### src/logic/dmbs_pkg.sv
package dmbs_pkg;

  // core data path widths
  localparam int unsigned DMBS_ADDR_W = 8;
  localparam int unsigned DMBS_DATA_W = 8;
  localparam int unsigned DMBS_NIB_W = 4;

  // data memory map
  localparam logic [7:0] DMBS_SEL_ADDR = 8'h0f;
  localparam logic [7:0] DMBS_WIN_LO = 8'h10;
  localparam logic [7:0] DMBS_WIN_HI = 8'h17;
  localparam logic [7:0] DMBS_GPR_LO = 8'h20;
  localparam logic [7:0] DMBS_GPR_HI = 8'hff;

  // bank select register layout and reset value
  localparam int unsigned DMBS_PBANK_LSB = 0;
  localparam int unsigned DMBS_RBANK_LSB = 4;
  localparam logic [7:0] DMBS_SEL_RST = 8'h00;

  // implemented banks, one bit per bank number
  localparam logic [15:0] DMBS_PERIPH_IMPL_DEF = 16'h003f;
  localparam logic [15:0] DMBS_GPR_IMPL_DEF = 16'h000f;
  localparam logic [3:0] DMBS_RSVD_PBANK = 4'hf;

  typedef enum logic [1:0] {
    DMBS_TGT_FIXED,
    DMBS_TGT_PERIPH,
    DMBS_TGT_GPR,
    DMBS_TGT_SEL
  } dmbs_tgt_t;

  typedef struct packed {
    dmbs_tgt_t tgt;
    logic [3:0] bank;
    logic [7:0] addr;
    logic impl;
  } dmbs_route_t;

  function automatic logic [3:0] dmbs_pbank(input logic [7:0] sel);
    return sel[DMBS_PBANK_LSB +: 4];
  endfunction

  function automatic logic [3:0] dmbs_rbank(input logic [7:0] sel);
    return sel[DMBS_RBANK_LSB +: 4];
  endfunction

  function automatic logic dmbs_in(input logic [7:0] a, input logic [7:0] lo, input logic [7:0] hi);
    return (a >= lo) && (a <= hi);
  endfunction

endpackage

### src/logic/dmbs_bank_select.sv
// Contract
// - all eight bits of the bank select register are real storage.
// - every special function register is reached by ordinary data memory reads and writes.
// - addresses 10h to 17h are steered to the selected peripheral bank, and 20h to ffh to the selected ram bank.
// - the low nibble of the bank select register numbers the active peripheral bank.
// - the high nibble of the bank select register numbers the active ram bank.
// - a dedicated instruction loads the peripheral bank nibble.
// - a dedicated instruction loads the ram bank nibble.
// - a read through an unimplemented bank returns all zeros.
// - a write to an unimplemented bank stores nothing yet the alu flags still update.
`timescale 1ns/1ns
module dmbs_bank_select #(
  parameter logic [15:0] PERIPH_IMPL = dmbs_pkg::DMBS_PERIPH_IMPL_DEF,
  parameter logic [15:0] GPR_IMPL = dmbs_pkg::DMBS_GPR_IMPL_DEF
) (
  // clock and reset
  input wire logic clk_sys_i,
  input wire logic rst_i,
  // core data memory access
  input wire logic [7:0] addr_i,
  input wire logic rd_i,
  input wire logic wr_i,
  input wire logic [7:0] wdata_i,
  output logic [7:0] rdata_o,
  output logic rvalid_o,
  output logic alu_flags_upd_o,
  // bank load instructions
  input wire logic load_peripheral_bank_literal_i,
  input wire logic load_ram_bank_literal_i,
  input wire logic [3:0] bank_lit_i,
  // memory and register fabric
  output dmbs_pkg::dmbs_route_t tgt_route_o,
  output logic tgt_re_o,
  output logic tgt_we_o,
  output logic [7:0] tgt_wdata_o,
  input wire logic [7:0] tgt_rdata_i,
  // state
  output logic [7:0] bank_select_register_o
);

  logic [7:0] sel_q;
  logic [7:0] sel_d;
  logic [7:0] rdata_q;
  logic [7:0] rdata_d;
  logic rvalid_q;
  logic flags_q;
  dmbs_pkg::dmbs_route_t route;

  dmbs_bank_decode #(
    .PERIPH_IMPL(PERIPH_IMPL),
    .GPR_IMPL(GPR_IMPL)
  ) u_decode (
    .addr_i(addr_i),
    .bank_sel_i(sel_q),
    .route_o(route)
  );

  wire logic hit_sel = (route.tgt == dmbs_pkg::DMBS_TGT_SEL);
  wire logic sel_wr = wr_i && hit_sel;
  wire logic [3:0] new_p = load_peripheral_bank_literal_i ? bank_lit_i : dmbs_pkg::dmbs_pbank(sel_q);
  wire logic [3:0] new_r = load_ram_bank_literal_i ? bank_lit_i : dmbs_pkg::dmbs_rbank(sel_q);
  wire logic lit_any = load_peripheral_bank_literal_i || load_ram_bank_literal_i;

  // a nibble load leaves the other nibble alone; it outranks a same-cycle data write
  assign sel_d = lit_any ? {new_r, new_p} : (sel_wr ? wdata_i : sel_q);

  // fabric strobes; writes into a missing bank go nowhere
  assign tgt_route_o = route;
  assign tgt_re_o = rd_i && !hit_sel && route.impl;
  assign tgt_we_o = wr_i && !hit_sel && route.impl;
  assign tgt_wdata_o = wdata_i;

  // reads of missing banks are forced to zero, never to the fabric's idle value
  assign rdata_d = hit_sel ? sel_q : (route.impl ? tgt_rdata_i : 8'h00);

  always_ff @(posedge clk_sys_i or posedge rst_i) begin
    if (rst_i) begin
      sel_q <= dmbs_pkg::DMBS_SEL_RST;
    end else begin
      sel_q <= sel_d;
    end
  end

  // read data holds until the next read, so a slow core can still take it
  always_ff @(posedge clk_sys_i or posedge rst_i) begin
    if (rst_i) begin
      rdata_q <= 8'h00;
    end else if (rd_i) begin
      rdata_q <= rdata_d;
    end
  end

  always_ff @(posedge clk_sys_i or posedge rst_i) begin
    if (rst_i) begin
      rvalid_q <= 1'b0;
    end else begin
      rvalid_q <= rd_i;
    end
  end

  // flags pulse for every write, dropped ones included
  always_ff @(posedge clk_sys_i or posedge rst_i) begin
    if (rst_i) begin
      flags_q <= 1'b0;
    end else begin
      flags_q <= wr_i;
    end
  end

  assign rdata_o = rdata_q;
  assign rvalid_o = rvalid_q;
  assign alu_flags_upd_o = flags_q;
  assign bank_select_register_o = sel_q;

  // previous bank select, for the keep-the-other-nibble checks
  logic [7:0] sel_p;
  always_ff @(posedge clk_sys_i or posedge rst_i) begin
    if (rst_i) begin
      sel_p <= 8'h00;
    end else begin
      sel_p <= sel_q;
    end
  end
endmodule

### src/logic/dmbs_bank_decode.sv
`timescale 1ns/1ns
module dmbs_bank_decode #(
  parameter logic [15:0] PERIPH_IMPL = dmbs_pkg::DMBS_PERIPH_IMPL_DEF,
  parameter logic [15:0] GPR_IMPL = dmbs_pkg::DMBS_GPR_IMPL_DEF
) (
  // access
  input wire logic [7:0] addr_i,
  input wire logic [7:0] bank_sel_i,
  // routing
  output dmbs_pkg::dmbs_route_t route_o
);

  wire logic in_win = dmbs_pkg::dmbs_in(addr_i, dmbs_pkg::DMBS_WIN_LO, dmbs_pkg::DMBS_WIN_HI);
  wire logic in_gpr = dmbs_pkg::dmbs_in(addr_i, dmbs_pkg::DMBS_GPR_LO, dmbs_pkg::DMBS_GPR_HI);
  wire logic is_sel = (addr_i == dmbs_pkg::DMBS_SEL_ADDR);
  wire logic [3:0] pbank = dmbs_pkg::dmbs_pbank(bank_sel_i);
  wire logic [3:0] rbank = dmbs_pkg::dmbs_rbank(bank_sel_i);

  // banked window and gpr use the nibbles, all else ignores the bank select
  assign route_o.tgt = in_win ? dmbs_pkg::DMBS_TGT_PERIPH :
                       in_gpr ? dmbs_pkg::DMBS_TGT_GPR :
                       is_sel ? dmbs_pkg::DMBS_TGT_SEL : dmbs_pkg::DMBS_TGT_FIXED;
  assign route_o.bank = in_win ? pbank : (in_gpr ? rbank : 4'h0);
  assign route_o.addr = addr_i;
  assign route_o.impl = in_win ? PERIPH_IMPL[pbank] : (in_gpr ? GPR_IMPL[rbank] : 1'b1);

endmodule

### config.mk
export PLATFORM = sky130hd
export DESIGN_NAME = dmbs_bank_select
export DESIGN_NICKNAME = d
export VERILOG_FILES = /design/src/logic/dmbs_pkg.sv /design/src/logic/dmbs_bank_select.sv /design/src/logic/dmbs_bank_decode.sv
export SDC_FILE = /design/constraint.sdc
export NUM_CORES = 1
export LEC_CHECK = 0
export ABC_AREA = 1
export BUFFER_PORTS_ARGS = -buffer_cell sky130_fd_sc_hd__buf_2
export CAP_MARGIN = 40
export CORE_MARGIN = 5
export CORE_UTILIZATION = 42
export DETAILED_ROUTE_END_ITERATION = 10
export HOLD_SLACK_MARGIN = 0.15
export PLACE_DENSITY = 0.79
export SYNTH_ARGS = -nofsm -noshare
export SYNTH_HDL_FRONTEND = slang
export SYNTH_SLANG_ARGS = --single-unit
### constraint.sdc
create_clock -name clk_sys_i -period 1.3 [get_ports clk_sys_i]
set_input_delay 0.065 -clock clk_sys_i [delete_from_list [all_inputs] [get_ports clk_sys_i]]
set_output_delay 0.065 -clock clk_sys_i [all_outputs]
set_load 0.05 [all_outputs]
==> results <==
- The area taken by flip-flops and latches is 457 um2.
- The count of antenna diodes in the layout is 0.
- The area of all placed cells without fillers is slightly below 2000 um2.
- The number of clock buffers inserted by TritonCTS is 3.
- The post-synthesis instance area is 1230 um2.
- The worst setup path is captured at an output pin.
- The number of I/O pins is just under 80.
- After layout, the worst setup slack is -0.108 ns.
- The first-pass detailed-route iteration total is 4.
- Measured in cells, the most critical reg-to-reg path has a length of 6.
- For this configuration, the core starts out at a cell density of between 40 and 50%.
- Routability-driven placement finished with a final weighted congestion of 0.750.
- The tightest min-delay check is of the primary input to flip-flop type.
- The layout has 237 filler cells.
- The count of nets left with antenna violations once routing finished came out at 0.
- IR analysis of the VDD net gives a maximum drop of around 800 uV.
- The logic depth of the worst path, buffers included is 6.
- Grouping stages by cell kind, the critical path spends the most delay in flip-flops.
- Yosys mapped the design onto 17 distinct sky130hd cell types.
- In this run the critical register-to-register path is launched from bank_select_register_o[2].
- On the final layout, the worst clock skew is 0.00146 ns.
- The initial antenna violation count is 0.
- The all-layer global routing usage is 19.1%.
- The share of the Yosys chip area taken by registers is roughly 37%.
- The first-pass GRT wire length is 6.46 mm.
- In the synthesized netlist, the cells that appear most often are 66 x nand2_1, 24 x nor2_1, 21 x inv_1.
- The top flip-flop cell by instance count after synthesis is dfrtp_1.
- In this run the cell area measured after placement is 1640 um2.
- The via count of the first global-routing pass is 1533.
- The mean area per synthesized cell is 6.63 um2.
- Synthesis produced 186 cells.
- In the final layout, the multi-input gates occupy 608 um2.
- The final layout net count is 320.
- The critical path is of the flip-flop to output pin type.
- The detailed router finished its first iteration with 42 violations.
- The clock reaches the later pin of the worst-skew pair after 0.29 ns.
- The overall power of the completed layout is 1.95 mW.
- The x dimension of the die is 64.2 um.
- Timing would allow up to between 0.7 and 0.8 GHz.
- The count of state elements after synthesis is 18.
- The flow ran to the end, but the final reports show violations.
- The arrival time reported for the critical path endpoint is about 1.3 ns.
- Counting flops with a built-in enable in the synthesized netlist gives 0.
- The checks that failed: setup timing.
- The maximum buffer depth of the clock tree is 2.
- The most common cell type on the critical path is nor2_4.
- Setup repair after global routing could not meet its margin everywhere.
- The CTS tree is built.
- The half-perimeter wire length of the detailed placement result is 2.70 mm.
- After layout, the minimum clock period comes to 1.41 ns.
- Setup violations remaining at the end of the flow were counted as 3.
- The most numerous cell in the Yosys netlist is nand2_1.
- The critical path buffer and inverter count is 2.
- At the placement stage, the worst setup path has a slack of between 0.04 and 0.05 ns.
- The critical path data required time is 1.24 ns.
- In the post-synthesis netlist, the biggest area contributors are dfrtp_1 37%, nand2_1 20%, buf_4 9.7%, nor2_1 7.3%, inv_1 6.4%.
- The clock net in this run drives a total of 18 sinks.
- The power density relative to cell area is 984 nW/um2.
- The final route contains 1424 vias.
- Along the worst path, the maximum fanout reaches 3.
- Measured against its own limit, the worst slew margin works out to between 80 and 90%.
- The type of origin of the critical path is a flip-flop.
- The ratio of routed vias to standard cells is 4.51.
- Dividing the detail-routed wire length by the instance count gives between 10 and 15 um.
- On the final layout, the worst hold slack is 0.100 ns.
- The critical path ends at tgt_re_o.
- The total grt overflow is 0.
- The startpoint identified for the worst hold timing path is bank_lit_i[3].
- From synthesis to final layout, the design area changed by 61.0%.
- In this run the register-to-register setup slack is 0.16 ns.
- The floorplan step defined a die boundary enclosing a little over 4000 um2.
- The count of yosys warnings during synthesis is 0.
- Across the run, the number of max-cap violations was 0.
- The final worst-path cycle share is 108%.
- After detailed routing, the number of remaining DRC violations is 0.
- Of the cells placed in the final design, the portion with a size suffix greater than 1 is 42.8%.
- The root buffer selected by CTS is clkbuf_4.
- In this run the static leakage power is 1.16 nW.
- The final hold violation count came to 0.
- Cells fill 71.4% of the core in the end.
- The number of input and output port buffers inserted is 76.
- The highest-delay cell along the critical path is dfrtp_2.
- The origin of the worst setup path is bank_select_register_o[2].
- The critical path goes through a21oi_2 > nor2_2 > nor2_4 > inv_2 > nor2_4 > buf_6.
- The largest net degree at the start of global routing is 19.
- The wire length after detailed routing is 3.82 mm.
- The share of flip-flops with an asynchronous set or reset after synthesis is 100%.
- The largest total area in the synthesized netlist belongs to dfrtp_1.
- The endpoint identified for the worst register-to-register timing path is rdata_o[3].
- The number of standard-cell rows in the floorplan is 19.
- After synthesis, the largest area contributor takes up 36.5% of total cell area.
- Clock-pin slew was measured on the worst setup and hold paths at 0.10 ns.
- The floorplan step defined a core boundary enclosing 2780 um2.
- The total nets after synthesis is 220.
- The actual transition at the worst max-transition pin is 0.271 ns.
- The floorplan step set the die height to 64.2 um.
- The largest single stage delay on the critical path is approximately 0.42 ns.
- The count of H-tree levels built during CTS is 1.
- The number of slew-limit violations in the final report is 0.
[flip-flops by register name, summed over array words and instances (netlist names)]
signal	flops
rdata_o	8
alu_flags_upd_o	1
rvalid_o	1
bank_select_register_o	8
[where the power goes]
part | internal (mW) | total, mW | switching, mW
combinational | 0.322 | 1.01 | 0.687
sequential | 0.623 | 0.658 | 0.0353
clock | 0.119 | 0.287 | 0.168
total | 1.06 | 1.95 | 0.891
[cells in the final DEF, fill, tap and decap left out]
master / instances
buf_4: 14
dfrtp_1: 13
a21oi_1: 4
nand3_1: 13
nor2_1: 21
dfrtp_2: 5
inv_2: 5
buf_2: 69
dlygate4sd3_1: 24
nor2_2: 2
buf_8: 1
inv_1: 20
o22ai_1: 1
clkbuf_4: 3
o21ai_2: 3
a21oi_2: 4
buf_6: 5
nor2_4: 4
nand3_4: 1
nor2_8: 1
nand2_1: 65
nand2_2: 5
clkbuf_1: 1
nand4_1: 1
[kinds of logic (layout without fill, tap and decap cells)]
group	after synthesis	count (layout)	synth area share [%]
and+or+nand+nor	113	113	40.6
buffers and inverters	43	142	18.0
DFF	18	18	36.5
AOI/OAI and AO/OA	12	12	4.97
[worst reg2reg max path, cell delays in order (launching register included)]
cell	delay (ns)
dfrtp_2	0.42
a21oi_2	0.15
nor2_2	0.06
nor2_4	0.11
buf_4	0.15
nand2_1	0.06
a21oi_2	0.12
[final cells by class]
class,count,share of cell area [%]
timing repair buffer,113,38.4
multi-input combinational,125,30.6
sequential,18,23.0
inverter,25,4.73
tap,31,1.95
clock buffer,4,1.32
[repair_timing]
item	4_1_cts	5_1_grt
gates cloned	0	0
buffers inserted	3	3
endpoints found under the hold margin	35	0
setup endpoints to repair	5	21
pin swaps	3	3
hold buffers	32	0
gates resized for setup	14	12
[routing by layer]
layer | vias up | track usage, % | wire length (um)
li1 | 751 | - | -
met1 | 617 | 20.9 | 1530
met2 | 52 | 37.1 | 2030
met3 | 4 | 3.15 | 216
met4 | 0 | 5.85 | 38
met5 | - | 0 | 0
[per-stage QoR]
stage	cells	setup TNS, ns
2_1_floorplan	186	-2.30
3_3_place_gp	287	0
3_5_place_dp	287	0
4_1_cts	326	-0.745
5_1_grt	316	-0.523
6_report	316	-0.278
[worst min path at each step]
| stage | slack (ns) | cells after the start | to |
|---|---|---|---|
| 6_report | 0.10 | 5 | bank_select_register_o[7] |
| 5_1_grt | 0.15 | 5 | bank_select_register_o[7] |
| 4_1_cts | 0.18 | 4 | rdata_o[3] |
| 3_5_place_dp | 0.09 | 3 | bank_select_register_o[0] |
| 3_3_place_gp | 0.08 | 3 | rdata_o[3] |
| 2_1_floorplan | 0.003 | 1 | alu_flags_upd_o |
No activity file was read; power rests on OpenSTA's default activity.
